<file path="config.mk">
export PLATFORM = sky130hd
export DESIGN_NAME = fbmc_host
export DESIGN_NICKNAME = d
export VERILOG_FILES = /design/src/rtl/fbmc_pkg.sv /design/src/rtl/fbmc_host.sv
export SDC_FILE = /design/constraint.sdc
export NUM_CORES = 1
export LEC_CHECK = 0
export BUFFER_PORTS_ARGS = -buffer_cell sky130_fd_sc_hd__buf_2
export CORE_ASPECT_RATIO = 1.2
export CORE_MARGIN = 1.5
export CORE_UTILIZATION = 51
export DETAILED_ROUTE_END_ITERATION = 16
export PLACE_DENSITY = 0.78
export SLEW_MARGIN = 20
export SYNTH_ARGS = -nofsm -noshare
export SYNTH_HDL_FRONTEND = slang
export SYNTH_SLANG_ARGS = --single-unit
</file>
<file path="constraint.sdc">
create_clock -name clock -period 5.7 [get_ports clock]
set_input_delay 1.71 -clock clock [delete_from_list [all_inputs] [get_ports clock]]
set_output_delay 1.71 -clock clock [all_outputs]
set_load 0.05 [all_outputs]
</file>
<file path="src/rtl/fbmc_pkg.sv">
// Purpose: Shared constants and types for the flash bus mode controller
// Assumes: 250 MHz clock, byte-wide parallel flash with active-low strobes
// Notes: Timing figures are kept in ns and converted to cycles here
`default_nettype none
package fbmc_pkg;
   localparam int CLK_PERIOD_NS = 4;
   // Address access time and automatic sleep margin
   localparam int ACCESS_TIME_NS = 90;
   localparam int SLEEP_MARGIN_NS = 30;
   // Least strobe low time, kept well above the glitch limit
   localparam int GLITCH_LIMIT_NS = 5;
   localparam int STROBE_LOW_NS = 40;
   localparam int SETUP_NS = 8;
   localparam int STROBE_CYC = (STROBE_LOW_NS + CLK_PERIOD_NS - 1) / CLK_PERIOD_NS;
   localparam int SETUP_CYC = (SETUP_NS + CLK_PERIOD_NS - 1) / CLK_PERIOD_NS;
   localparam int GLITCH_CYC = (GLITCH_LIMIT_NS + CLK_PERIOD_NS - 1) / CLK_PERIOD_NS;
   localparam int READ_CYC =
      (ACCESS_TIME_NS + CLK_PERIOD_NS - 1) / CLK_PERIOD_NS + 2;
   localparam int SLEEP_CYC =
      (ACCESS_TIME_NS + SLEEP_MARGIN_NS + CLK_PERIOD_NS - 1) / CLK_PERIOD_NS;
   localparam logic [7:0] CNT_ZERO = 8'h00;
   localparam logic [7:0] CNT_STROBE = 8'(STROBE_CYC);
   localparam logic [7:0] CNT_SETUP = 8'(SETUP_CYC);
   localparam logic [7:0] CNT_READ = 8'(READ_CYC);
   // Status bit positions
   localparam int POLL_BIT = 7;
   localparam int TOGGLE_BIT = 6;
   localparam int TIMEOUT_BIT = 5;
   // Sector field of the address
   localparam int SECTOR_HI = 18;
   localparam int SECTOR_LO = 16;
   localparam logic [7:0] RESET_CMD = 8'hF0;
   localparam logic [18:0] ADDR_RESET = 19'h00000;
   localparam logic [7:0] DATA_RESET = 8'h00;

   typedef enum logic [2:0] {
      FBMC_IDLE = 3'b000,
      FBMC_WSETUP = 3'b001,
      FBMC_WSTROBE = 3'b010,
      FBMC_WHOLD = 3'b011,
      FBMC_RSTROBE = 3'b100,
      FBMC_RDONE = 3'b101
   } fbmc_state_e;

   // User-side request
   typedef struct packed {
      logic write;
      logic [18:0] addr;
      logic [7:0] data;
   } fbmc_req_s;

   // Flash pins driven by the controller
   typedef struct packed {
      logic chipEnN;
      logic outEnN;
      logic writeEnN;
      logic [18:0] addr;
      logic [7:0] dqOut;
      logic dqOe;
   } fbmc_pins_s;
endpackage : fbmc_pkg
`default_nettype wire

</file>
<file path="src/rtl/fbmc_host.sv">
// Purpose: Host-side controller driving a parallel flash over its strobes
// Assumes: One clock; flash data input comes from another domain
// Notes: Issues single read and write cycles; status is decoded per read
`default_nettype none
module fbmc_host
   import fbmc_pkg::*;
(
   input wire logic clock,
   input wire logic reset,
   input wire logic reqValid,
   input wire fbmc_req_s req,
   output logic reqReady,
   output logic rspValid,
   output logic [7:0] rspData,
   output logic rspDone,
   output logic rspToggling,
   output logic rspTimeout,
   output logic [2:0] rspSector,
   output fbmc_pins_s pins,
   input wire logic [7:0] dqIn
);
   // ****************************************
   // Input synchroniser for the data bus
   // ****************************************
   logic [7:0] dqMeta_r;
   logic [7:0] dqSync_r;
   always_ff @(posedge clock or posedge reset) begin
      if (reset) begin
         dqMeta_r <= DATA_RESET;
         dqSync_r <= DATA_RESET;
      end else begin
         dqMeta_r <= dqIn;
         dqSync_r <= dqMeta_r;
      end
   end

   // ****************************************
   // Cycle sequencer
   // ****************************************
   fbmc_state_e state_r, state_nxt;
   logic [7:0] cnt_r, cnt_nxt;
   fbmc_pins_s pins_r, pins_nxt;
   logic [7:0] lastRead_r, lastRead_nxt;
   logic haveLast_r, haveLast_nxt;
   logic rspValid_r, rspValid_nxt;
   logic [7:0] rspData_r, rspData_nxt;
   logic rspDone_r, rspDone_nxt;
   logic rspToggling_r, rspToggling_nxt;
   logic rspTimeout_r, rspTimeout_nxt;
   logic [2:0] rspSector_r, rspSector_nxt;
   logic ready_r, ready_nxt;
   logic [18:0] lastAddr_r, lastAddr_nxt;

   // Next-state logic for strobes, data and status decode
   always_comb begin
      state_nxt = state_r;
      cnt_nxt = cnt_r;
      pins_nxt = pins_r;
      lastRead_nxt = lastRead_r;
      haveLast_nxt = haveLast_r;
      rspValid_nxt = 1'b0;
      rspData_nxt = rspData_r;
      rspDone_nxt = rspDone_r;
      rspToggling_nxt = rspToggling_r;
      rspTimeout_nxt = rspTimeout_r;
      rspSector_nxt = rspSector_r;
      ready_nxt = 1'b0;
      lastAddr_nxt = lastAddr_r;
      case (state_r)
         FBMC_IDLE: begin
            ready_nxt = 1'b1;
            if (reqValid && ready_r) begin
               ready_nxt = 1'b0;
               pins_nxt.addr = req.addr;
               pins_nxt.chipEnN = 1'b1;
               pins_nxt.outEnN = 1'b1;
               pins_nxt.writeEnN = 1'b1;
               cnt_nxt = CNT_SETUP;
               if (req.addr != lastAddr_r) begin
                  haveLast_nxt = 1'b0;
               end
               lastAddr_nxt = req.addr;
               if (req.write) begin
                  // Output enable high before driving data
                  pins_nxt.dqOut = req.data;
                  state_nxt = FBMC_WSETUP;
               end else begin
                  pins_nxt.dqOe = 1'b0;
                  state_nxt = FBMC_RSTROBE;
                  pins_nxt.chipEnN = 1'b0;
                  pins_nxt.outEnN = 1'b0;
                  cnt_nxt = CNT_READ;
               end
            end
         end
         FBMC_WSETUP: begin
            pins_nxt.dqOe = 1'b1;
            if (cnt_r == CNT_ZERO) begin
               pins_nxt.chipEnN = 1'b0;
               pins_nxt.writeEnN = 1'b0;
               cnt_nxt = CNT_STROBE;
               state_nxt = FBMC_WSTROBE;
            end else begin
               cnt_nxt = cnt_r - 8'h01;
            end
         end
         FBMC_WSTROBE: begin
            if (cnt_r == CNT_ZERO) begin
               pins_nxt.writeEnN = 1'b1;
               cnt_nxt = CNT_SETUP;
               state_nxt = FBMC_WHOLD;
            end else begin
               cnt_nxt = cnt_r - 8'h01;
            end
         end
         FBMC_WHOLD: begin
            if (cnt_r == CNT_ZERO) begin
               pins_nxt.chipEnN = 1'b1;
               pins_nxt.dqOe = 1'b0;
               rspValid_nxt = 1'b1;
               state_nxt = FBMC_IDLE;
            end else begin
               cnt_nxt = cnt_r - 8'h01;
            end
         end
         FBMC_RSTROBE: begin
            if (cnt_r == CNT_ZERO) begin
               state_nxt = FBMC_RDONE;
            end else begin
               cnt_nxt = cnt_r - 8'h01;
            end
         end
         FBMC_RDONE: begin
            // Sample, then release strobes; compare with prior read
            pins_nxt.outEnN = 1'b1;
            pins_nxt.chipEnN = 1'b1;
            rspData_nxt = dqSync_r;
            rspToggling_nxt = haveLast_r &&
               (dqSync_r[TOGGLE_BIT] != lastRead_r[TOGGLE_BIT]);
            rspDone_nxt = !rspToggling_nxt;
            rspTimeout_nxt = rspToggling_nxt && dqSync_r[TIMEOUT_BIT];
            rspSector_nxt = pins_r.addr[SECTOR_HI:SECTOR_LO];
            lastRead_nxt = dqSync_r;
            haveLast_nxt = 1'b1;
            rspValid_nxt = 1'b1;
            state_nxt = FBMC_IDLE;
         end
         default: begin
            state_nxt = FBMC_IDLE;
         end
      endcase
   end

   // Registers of the sequencer
   always_ff @(posedge clock or posedge reset) begin
      if (reset) begin
         state_r <= FBMC_IDLE;
         cnt_r <= CNT_ZERO;
         // Strobes held high in reset so no write forms at power-up
         pins_r <= '{chipEnN: 1'b1, outEnN: 1'b1, writeEnN: 1'b1,
                     addr: ADDR_RESET, dqOut: DATA_RESET, dqOe: 1'b0};
         lastRead_r <= DATA_RESET;
         haveLast_r <= 1'b0;
         rspValid_r <= 1'b0;
         rspData_r <= DATA_RESET;
         rspDone_r <= 1'b0;
         rspToggling_r <= 1'b0;
         rspTimeout_r <= 1'b0;
         rspSector_r <= 3'h0;
         ready_r <= 1'b0;
         lastAddr_r <= ADDR_RESET;
      end else begin
         state_r <= state_nxt;
         cnt_r <= cnt_nxt;
         pins_r <= pins_nxt;
         lastRead_r <= lastRead_nxt;
         haveLast_r <= haveLast_nxt;
         rspValid_r <= rspValid_nxt;
         rspData_r <= rspData_nxt;
         rspDone_r <= rspDone_nxt;
         rspToggling_r <= rspToggling_nxt;
         rspTimeout_r <= rspTimeout_nxt;
         rspSector_r <= rspSector_nxt;
         ready_r <= ready_nxt;
         lastAddr_r <= lastAddr_nxt;
      end
   end

   // Outputs straight from flip-flops
   assign pins = pins_r;
   assign reqReady = ready_r;
   assign rspValid = rspValid_r;
   assign rspData = rspData_r;
   assign rspDone = rspDone_r;
   assign rspToggling = rspToggling_r;
   assign rspTimeout = rspTimeout_r;
   assign rspSector = rspSector_r;

   // ****************************************
   // Checks on driven pins and response flags
   // ****************************************
   AST_WRITE_LEVELS: assert property (@(posedge clock) disable iff (reset)
      !pins_r.writeEnN |-> (!pins_r.chipEnN && pins_r.outEnN))
      else $error("write strobe without valid enables");
   AST_NO_CONTENTION: assert property (@(posedge clock) disable iff (reset)
      pins_r.dqOe |-> pins_r.outEnN)
      else $error("host drives data while output enabled");
   AST_WE_WIDTH: assert property (@(posedge clock) disable iff (reset)
      $fell(pins_r.writeEnN) |-> !pins_r.writeEnN [*8])
      else $error("write pulse too short");
   AST_ADDR_STABLE: assert property (@(posedge clock) disable iff (reset)
      !pins_r.writeEnN |=> $stable(pins_r.addr))
      else $error("address moved during write strobe");
   AST_DATA_HOLD: assert property (@(posedge clock) disable iff (reset)
      $rose(pins_r.writeEnN) && state_r == FBMC_WHOLD |-> pins_r.dqOe && !pins_r.chipEnN)
      else $error("data not held past write rising edge");
   AST_READ_LEN: assert property (@(posedge clock) disable iff (reset)
      $fell(pins_r.outEnN) |-> !pins_r.outEnN [*8] ##[1:40] rspValid_r)
      else $error("read strobe ended early or no response");
   AST_WRITE_DONE: assert property (@(posedge clock) disable iff (reset)
      $rose(pins_r.writeEnN) |-> ##[1:10] pins_r.chipEnN)
      else $error("chip enable not released after write");
   AST_TIMEOUT: assert property (@(posedge clock) disable iff (reset)
      rspTimeout_r |-> !rspDone_r && rspToggling_r && rspData_r[TIMEOUT_BIT])
      else $error("timeout flagged with done");
   AST_READ_ADDR: assert property (@(posedge clock) disable iff (reset)
      (!pins_r.outEnN && !pins_r.chipEnN) |=> $stable(pins_r.addr))
      else $error("address moved during read strobe");
endmodule : fbmc_host
`default_nettype wire

</file>
# Word level (Yosys, flattened, before mapping)
# Cells that the tools add are included.
[op_classes]
add_sub_neg = 1
n_eq_ne = 15
mux = 30
reduce_logical = 21
[ops]
columns = ["op", "n"]
rows = [
  ["$mux W8", 5],
  ["$pmux W8 S4", 1],
  ["$mux W31", 1],
  ["$ne A19 B19 Y1", 1],
  ["$mux W3", 6],
  ["$ne A2 B2 Y1 const B", 8],
  ["$pmux W3 S5", 1],
  ["$reduce_and A4 Y1", 3],
  ["$reduce_and A3 Y1", 3],
  ["$logic_not A8 Y1", 1],
  ["$mux W1", 8],
  ["$reduce_bool A4 Y1", 2],
  ["$sub A8 B1 Y8 const B", 1],
  ["$eq A3 B2 Y1 const B", 2],
  ["$eq A3 B3 Y1 const B", 2],
  ["$pmux W1 S2", 3],
  ["$pmux W1 S3", 2],
  ["$reduce_bool A3 Y1", 2],
  ["$mux W5", 1],
  ["$reduce_and A5 Y1", 1],
  ["$pmux W1 S4", 1],
  ["$reduce_and A2 Y1", 2],
  ["$eq A3 B1 Y1 const B", 1],
  ["$logic_and A1 B1 Y1", 3],
  ["other kinds (6)", 6],
]
[totals]
ff_bits = 75
in_bits = 39
out_inout_bits = 47
wordCells = 85

# Logic depth before layout (Yosys ltp)
# Gate-level depths: netlist of the first run.
[logic_depth]
word_depth = 4
mapped_depth = 7
depth_no_buf = 7

# Least setup slack after synthesis of the first run
# OpenSTA, ideal clock, no wires.
[synth_timing]
path_type = "input -> register"
from = "input port reqValid"
to = "register pins_r (netlist bit pins[1])"
setup_time_ns = 0.125
arrival_time_ns = 2.612
required_time_ns = 5.575
slack_ns = 2.964
stages = 4
path_buffers = 0
path_cell_list = "nand2_1 and2b_1 nand2_1 mux2_2"
[synth_via]
elab_chain_len = 2
[synth_lines]
columns = ["element", "line_no", "text"]
rows = [
  ["from (decl)", "fbmc_host.sv:10", "input wire logic reqValid,"],
  ["$logic_and A1 B1 Y1", "fbmc_host.sv:72", "if (reqValid && ready_r) begin"],
  ["$reduce_and A3 Y1 (no line)", "n/a", ""],
  ["to (signal assigned)", "fbmc_host.sv:160", "pins_r <= '{chipEnN: 1'b1, outEnN: 1'b1, writeEnN: 1'b1,"],
  ["to (signal assigned)", "fbmc_host.sv:175", "pins_r <= pins_nxt;"],
  ["to (decl)", "fbmc_host.sv:42", "fbmc_pins_s pins_r, pins_nxt;"],
]
# Every way passes these cells.
# A chain may end at the register's enable or synchronous reset.

# Final worst setup path of the first run
[layout_timing]
from = "input port reqValid"
to = "register pins_r (netlist bit pins[8])"
# The elaborated chain is that of the path after synthesis.

==> results of run 1 <==
[synth_stat cells (2+ instances only)]
master,instances
a21oi_1,9
o31ai_1,4
a21o_1,2
buf_2,4
a31oi_1,4
mux2_2,31
o21ai_0,3
nor4_1,3
o21a_1,2
xor2_1,15
nor2_1,13
nand2b_1,5
dfstp_2,3
xnor2_1,8
nor3_1,5
nand4_1,3
nand2_1,37
dfrtp_1,72
a211oi_1,2
clkbuf_1,4
nand3_1,4
inv_1,8
a2bb2oi_1,4
[area by class of cell]
cell class,count,area [um^2]
Clock buffer,9,124
Multi-Input combinational cell,178,1270
Sequential cell,75,1880
Antenna cell,1,2.50
Inverter,8,31.3
Clock inverter,7,60.1
Tap cell,82,103
Fill cell,504,2150
Timing Repair Buffer,86,433
[power breakdown]
group | total [W] | switching [W] | internal (W)
sequential | 0.000539 | 0.00000158 | 0.000537
clock | 0.000384 | 0.000218 | 0.000166
combinational | 0.0000334 | 0.0000196 | 0.0000137
total | 0.000956 | 0.000239 | 0.000717
[per-layer routing]
layer  GRT usage [%]  vias to the layer above  wire length, um
met3            4.26                       13              316
met5               0                        -                0
li1                -                     1128                -
met2            33.8                       69             3240
met1            25.5                     1116             2690
met4            9.67                        0              176
[state kept, by name, summed over array words and instances (netlist names)]
| register | cells |
|---|---|
| cnt_r | 8 |
| dqSync_r | 8 |
| state_r | 3 |
| lastAddr_r | 19 |
| rspData | 8 |
| rspToggling | 1 |
| rspSector | 3 |
| rspDone | 1 |
| dqMeta_r | 8 |
| haveLast_r | 1 |
| rspTimeout | 1 |
| reqReady | 1 |
| pins | 12 |
| rspValid | 1 |
[final timing paths]
kind / from / endpoint / slack [ns] / depth (start not counted)
min reg2reg: dqMeta_r[5] / dqSync_r[5] / 0.35 / 0
max: reqValid / pins[8] / 2.35 / 5
max reg2reg: state_r[1] / pins[8] / 2.93 / 4
max in group asynchronous: reset / state_r[1] / 3.37 / 3
min: dqMeta_r[5] / dqSync_r[5] / 0.35 / 0
min in group asynchronous: reset / reqReady / 1.49 / 2
[per-stage QoR]
stage	area, um^2	setup WS (ns)	cells
6_report	3900	2.35	446
5_1_grt	3900	2.15	446
4_1_cts	3900	2.32	445
3_5_place_dp	3710	1.96	429
3_3_place_gp	3710	2.00	429
2_1_floorplan	3220	2.08	270
[worst register-to-register path: cells and delay by family (launching register included)]
| family | cells | cell delay [ns] |
|---|---|---|
| simple gates | 3 | 1.67 |
| flops | 1 | 0.61 |
| mux | 1 | 0.39 |
[logic make-up after synthesis]
logic type	after synthesis	share of synthesized area, %
simple gates	80	12.0
flops	75	58.4
compound gates	42	9.56
mux	32	11.2
xor+xnor	23	6.26
buf+inv	17	2.14
fa+ha+maj	1	0.389
==> results_tabular.tex, run 1 <==
\begin{tabular}{lr}
\hline
Metric & Value \\
\hline
\multicolumn{2}{l}{\textbf{STA}} \\
\quad Max-slew violation total from the final report & 0 \\
\quad Max\_slew headroom & about 41\% \\
\quad Final Critical Period & roughly 3.4 ns \\
\quad Count of final hold-check violations & 0 \\
\quad Worst-Margin Slew & approximately 0.88 ns \\
\quad Total Neg Setup Slack & 0 ns \\
\quad Final setup viols & 0 \\
\quad Final worst-path cycle share & 58.8\% \\
\quad Hold slack & 0.350 ns \\
\quad Final clock skew & 0.0120 ns \\
\quad RSZ-0062 raised after global routing & no \\
\quad Upper clock frequency limit & between 0.2 and 0.3 GHz \\
\multicolumn{2}{l}{\textbf{Synth}} \\
\quad Post-Synthesis Cells & 270 \\
\quad Synthesized cell area & about 3200 um\^{}2 \\
\quad Sequential element share of the synthesized area & 58.4\% \\
\quad Ranking of synthesized cells by area & dfrtp\_1 56\%, mux2\_2 11\%, nand2\_1 4.3\% \\
\quad Number of warnings printed during yosys synthesis & 0 \\
\quad Post-synthesis async set-or-reset flop share & 100\% \\
\quad Top FF cell, synth & dfrtp\_1 \\
\quad Avg Synthesized Cell Area & about 12 um\^{}2 \\
\quad Number of enable-type register cells in the synthesized netlist & 0 \\
\quad Proportion of netlist area held by the largest area contributor & a little under three fifths \\
\quad Synth Register Bits & between 70 and 80 \\
\quad Net Count, Synth & 310 \\
\quad Library cell with the largest summed area after synthesis & dfrtp\_1 \\
\quad Cell variety after synth & between 40 and 50 \\
\multicolumn{2}{l}{\textbf{Floorplanning}} \\
\quad X dimension of the die & roughly 76 um \\
\quad Starting density of the core & roughly 53\% \\
\quad Area enclosed by the die boundary & between 6000 and 7000 um\^{}2 \\
\quad Die Height & approximately 90 um \\
\quad Core footprint & between 6000 and 7000 um\^{}2 \\
\quad Number of cell rows & 31 \\
\quad Top-level I/O count & between 80 and 90 \\
\multicolumn{2}{l}{\textbf{Routing}} \\
\quad Total wire length & approximately 6400 um \\
\quad Mean number of vias per cell & $\sim$5.2 \\
\quad Routed wire length per instance & 14.4 um \\
\quad Post-detailed-route count of antenna-violating nets & 0 \\
\quad DRT Pass-1 Iters & 5 \\
\quad Via count & $\sim$2300 \\
\quad Starting DRC count in detailed routing & 129 \\
\quad Remaining DRCs & 0 \\
\multicolumn{2}{l}{\textbf{Clocking}} \\
\quad Number of buffers inserted for hold repair after clock tree synthesis & 0 \\
\quad Clock root cell & clkbuf\_8 \\
\quad Clock-pin transition on the worst setup and hold timing paths & about 0.09 ns \\
\quad Number of sinks on the clock net & 75 \\
\quad Setup repair bufs after CTS & 0 \\
\quad TritonCTS clock tree & yes \\
\quad Depth of the CTS H-tree & 3 \\
\quad Count of cells resized by post-cts repair & 0 \\
\quad Number of buffers added by the clock tree synthesis step & 9 \\
\quad Maximum buffer depth of the clock tree & 2 \\
\quad Insertion delay to the later sink of the worst-skew pair & 0.34 ns \\
\multicolumn{2}{l}{\textbf{Run}} \\
\quad Number of max-cap violations & 0 \\
\multicolumn{2}{l}{\textbf{Layout}} \\
\quad Growth of design area from synthesis to finish & 21.3\% \\
\quad Final core utilization & 64.5\% \\
\quad Most common library cell in the layout ignoring fill and taps & buf\_2 \\
\quad Layout net count & 398 \\
\quad Fraction of final layout cells with drive strength greater than 1 & between 30\% and 40\% \\
\quad Commonest cells after routing, fill and taps aside & 85 x buf\_2, 72 x dfrtp\_1, 37 x nand2\_1 \\
\multicolumn{2}{l}{\textbf{Critical path}} \\
\quad Gate family responsible for the most delay along the worst path & simple AND/OR/NAND/NOR gates \\
\quad Critical Path Most Common Cell & nand2\_1 \\
\quad Worst Path Class, Setup & input port to flip-flop \\
\quad Peak per-stage delay on the critical path & 0.80 ns \\
\quad Critical path buffer and inverter count & 1 \\
\quad Standard cell with the maximum stage delay on the critical path & and2b\_1 \\
\quad Endpoint kind of the worst setup timing path & flip-flop \\
\quad Critical Path RT & approximately 5.9 ns \\
\quad Kind of launch point of the worst setup path & input port \\
\quad Arrival time of the worst setup path & 3.59 ns \\
\quad Cell chain of the critical path & buf\_2 > nand2\_1 > and2b\_1 > nand2\_1 > mux2\_2 \\
\quad Peak fanout along the critical path & 22 \\
\multicolumn{2}{l}{\textbf{Placed design}} \\
\quad Estimated wirelength of the detail-placed design & approximately 4600 um \\
\quad Final Wtd Congestion & around 0.9 \\
\quad I/O Buffers & 85 \\
\multicolumn{2}{l}{\textbf{Power and ir drop}} \\
\quad Peak supply drop & 0.000131 V \\
\quad Total power density per cell area & about 250 nW/um\^{}2 \\
\quad PnR Total Power & around 0.00096 W \\
\quad LEAKAGE & $\sim$2.1 nW \\
\multicolumn{2}{l}{\textbf{GRT}} \\
\quad Largest net degree at the start of global routing & 50 \\
\quad Overflow left after global routing & 0 \\
\quad Antenna violations before repair & 1 \\
\quad Global Route Usage Sum & around a fifth \\
\quad Number of global-route vias before repair & $\sim$2300 \\
\quad Wire length of the first global-routing pass & 10700 um \\
\multicolumn{2}{l}{\textbf{Hold path}} \\
\quad Worst Hold Class & flip-flop to flip-flop \\
\multicolumn{2}{l}{\textbf{Run status}} \\
\quad Result of the run & finished clean \\
\hline
\end{tabular}
(Power assumes the default switching activity.)
==> inputs of run 2 (changes only) <==
==> constraint.sdc (replaced) <==
create_clock -name clock -period 3.5 [get_ports clock]
set_input_delay 1.05 -clock clock [delete_from_list [all_inputs] [get_ports clock]]
set_output_delay 1.05 -clock clock [all_outputs]
set_load 0.05 [all_outputs]
==> results_tabular.tex, run 2 (synthesized netlist as in run 1, its figures left out) <==
\begin{tabular}{lr}
\hline
Metric & Value \\
\hline
\multicolumn{2}{l}{\textbf{Routing}} \\
\quad Mean number of vias per cell & 5.21 (was 5.22) \\
\quad Total wire length & 6110 um (was 6420 um) \\
\quad Via count & 2322 (was 2326) \\
\quad Starting DRC count in detailed routing & 114 (was 129) \\
\quad Routed wire length per instance & 13.7 um (was 14.4 um) \\
\quad DRT Pass-1 Iters & 4 (was 5) \\
\quad Post-detailed-route count of antenna-violating nets & 0 (unchanged) \\
\quad Remaining DRCs & 0 (unchanged) \\
\multicolumn{2}{l}{\textbf{Critical path}} \\
\quad Critical path startpoint & state\_r[1] (was reqValid) \\
\quad Worst Path Class, Setup & flip-flop to flip-flop (was input port to flip-flop) \\
\quad Critical path buffer and inverter count & 1 (unchanged) \\
\quad Kind of launch point of the worst setup path & flip-flop (was input port) \\
\quad Peak per-stage delay on the critical path & 0.61 ns (was 0.80 ns) \\
\quad Peak fanout along the critical path & 22 (unchanged) \\
\quad Critical Path RT & 3.73 ns (was 5.93 ns) \\
\quad Arrival time of the worst setup path & 2.53 ns (was 3.59 ns) \\
\quad Standard cell with the maximum stage delay on the critical path & dfrtp\_1 (was and2b\_1) \\
\quad Gate family responsible for the most delay along the worst path & simple AND/OR/NAND/NOR gates (unchanged) \\
\quad Cell chain of the critical path & nor3\_1 > and2b\_1 > buf\_4 > nand2\_1 > mux2\_2 (was buf\_2 > nand2\_1 > and2b\_1 > nand2\_1 > mux2\_2) \\
\quad Endpoint kind of the worst setup timing path & flip-flop (unchanged) \\
\quad Launch point of the worst reg-to-reg path & state\_r[1] (unchanged) \\
\multicolumn{2}{l}{\textbf{Clocking}} \\
\quad Depth of the CTS H-tree & 3 (unchanged) \\
\quad Setup repair bufs after CTS & 0 (unchanged) \\
\quad TritonCTS clock tree & yes (unchanged) \\
\quad Number of sinks on the clock net & 75 (unchanged) \\
\quad Clock-pin transition on the worst setup and hold timing paths & 0.09 ns (about the same) \\
\quad Insertion delay to the later sink of the worst-skew pair & 0.34 ns (about the same) \\
\quad Count of cells resized by post-cts repair & 0 (unchanged) \\
\quad Number of buffers inserted for hold repair after clock tree synthesis & 0 (unchanged) \\
\quad Clock root cell & clkbuf\_8 (unchanged) \\
\quad Number of buffers added by the clock tree synthesis step & 9 (unchanged) \\
\quad Maximum buffer depth of the clock tree & 2 (unchanged) \\
\multicolumn{2}{l}{\textbf{Placed design}} \\
\quad I/O Buffers & 85 (unchanged) \\
\quad Final Wtd Congestion & 0.857 (was 0.905) \\
\quad Estimated wirelength of the detail-placed design & 4370 um (was 4600 um) \\
\multicolumn{2}{l}{\textbf{Run status}} \\
\quad Result of the run & finished clean (unchanged) \\
\multicolumn{2}{l}{\textbf{STA}} \\
\quad RSZ-0062 raised after global routing & no (unchanged) \\
\quad Max-slew violation total from the final report & 0 (unchanged) \\
\quad Final setup viols & 0 (unchanged) \\
\quad Final Critical Period & 2.30 ns \\
\quad Final worst-path cycle share & roughly two thirds \\
\quad Upper clock frequency limit & 0.435 GHz \\
\quad Count of final hold-check violations & 0 (unchanged) \\
\quad Hold slack & 0.344 ns (was 0.350 ns) \\
\quad Max\_slew headroom & 58.7\% (was 41.1\%) \\
\quad Final clock skew & 0.00942 ns (was 0.0120 ns) \\
\quad Worst-Margin Slew & 0.619 ns (was 0.883 ns) \\
\quad Total Neg Setup Slack & 0 ns (unchanged) \\
\multicolumn{2}{l}{\textbf{GRT}} \\
\quad Met1 track utilization from global routing & 23.8\% (was 25.5\%) \\
\quad Antenna violations before repair & 0 (was 1) \\
\quad Met2 GRT Util & 32.2\% (was 33.8\%) \\
\quad Global Route Usage Sum & 19.4\% (was 20.7\%) \\
\quad Met3 demand-to-capacity share in global routing & 4.93\% (was 4.26\%) \\
\quad Overflow left after global routing & 0 (unchanged) \\
\quad Number of global-route vias before repair & 2261 (was 2272) \\
\quad Largest net degree at the start of global routing & 76 (was 50) \\
\quad GRT Max-Usage Layer & met2 (unchanged) \\
\quad Wire length of the first global-routing pass & 10100 um (was 10700 um) \\
\multicolumn{2}{l}{\textbf{Floorplanning}} \\
\quad Top-level I/O count & 86 (unchanged) \\
\quad X dimension of the die & 75.5 um (unchanged) \\
\quad Area enclosed by the die boundary & 6800 um\^{}2 (unchanged) \\
\quad Die Height & 90.0 um (unchanged) \\
\quad Core footprint & 6050 um\^{}2 (unchanged) \\
\quad Number of cell rows & 31 (unchanged) \\
\quad Starting density of the core & 53.2\% (unchanged) \\
\multicolumn{2}{l}{\textbf{Layout}} \\
\quad Fraction of final layout cells with drive strength greater than 1 & 40.1\% (was 39.9\%) \\
\quad Number of flip-flops in the largest register & 19 (unchanged) \\
\quad Growth of design area from synthesis to finish & 21.8\% (was 21.3\%) \\
\quad Biggest register & lastAddr\_r (unchanged) \\
\quad Layout net count & 399 (was 398) \\
\quad Commonest cells after routing, fill and taps aside & 85 x buf\_2, 72 x dfrtp\_1, 37 x nand2\_1 (unchanged) \\
\quad Diode insertion count for antenna repair & 0 (was 1) \\
\quad Most common library cell in the layout ignoring fill and taps & buf\_2 (unchanged) \\
\multicolumn{2}{l}{\textbf{Power and ir drop}} \\
\quad Total power density per cell area & 395 nW/um\^{}2 (was 245 nW/um\^{}2) \\
\quad LEAKAGE & 2.09 nW (was 2.08 nW) \\
\quad Peak supply drop & 0.000286 V (was 0.000131 V) \\
\multicolumn{2}{l}{\textbf{Hold path}} \\
\quad HP Start & dqMeta\_r[5] (unchanged) \\
\quad Worst Hold Class & flip-flop to flip-flop (unchanged) \\
\multicolumn{2}{l}{\textbf{Run}} \\
\quad Number of max-cap violations & 0 (unchanged) \\
\hline
\end{tabular}
-- run 2: cell count changes in the layout (fill, tap and decap cells not counted) --
cell | before | now
buf_12 | 0 | 1
clkinv_2 | 2 | 1
diode_2 | 1 | 0
inv_2 | 0 | 1
-- run 2: final timing paths --
kind,endpoint,slack [ns],depth (start not counted)
worst min register to register,dqSync_r[5],0.34,0
min in group asynchronous,pins[8],0.76,3
max in group asynchronous,pins[29],2.40,3
worst max register to register,pins[3],1.20,5
worst min-delay path,dqSync_r[5],0.34,0
worst max-delay path,pins[3],1.20,5
-- run 2: metal layers --
metal	routed length, um	up-vias
met2	3130	62
met1	2610	1131
met3	261	7
met4	107	0
li1	-	1122
met5	0	-
-- run 2: worst register-to-register path: cells and delay by family (launching register included) --
kind                   cells  cell delay, ns
AND/OR/NAND/NOR            3            0.95
flip-flops                 1            0.61
multiplexers               1            0.36
buffers and inverters      1            0.27
-- run 2: metrics by stage --
stage	power [W]	util, %	cells	setup WS (ns)	instance area (um^2)
final	0.00155	64.8	446	1.20	3920
after global routing	0.00161	64.8	446	1.03	3920
after CTS	0.00157	64.8	446	1.22	3920
after detailed placement	0.000952	61.7	430	0.944	3730
after global placement	0.000950	61.7	430	0.968	3730
after floorplan	0.000917	-	270	0.545	3220
-- run 2: cell type report --
class / count / area, um^2
multi-input combinational: 178 / 1270
clock buffer: 9 / 124
sequential: 75 / 1880
timing repair buffer: 87 / 453
clock inverter: 7 / 60.1
inverter: 8 / 30.0
fill: 486 / 2130
tap: 82 / 103
-- run 2: report_power, final --
group / switching (W) / total, W / internal (W)
clock: 0.000343 / 0.000614 / 0.000271
sequential: 0.00000266 / 0.000878 / 0.000875
combinational: 0.0000318 / 0.0000558 / 0.0000240
total: 0.000377 / 0.00155 / 0.00117
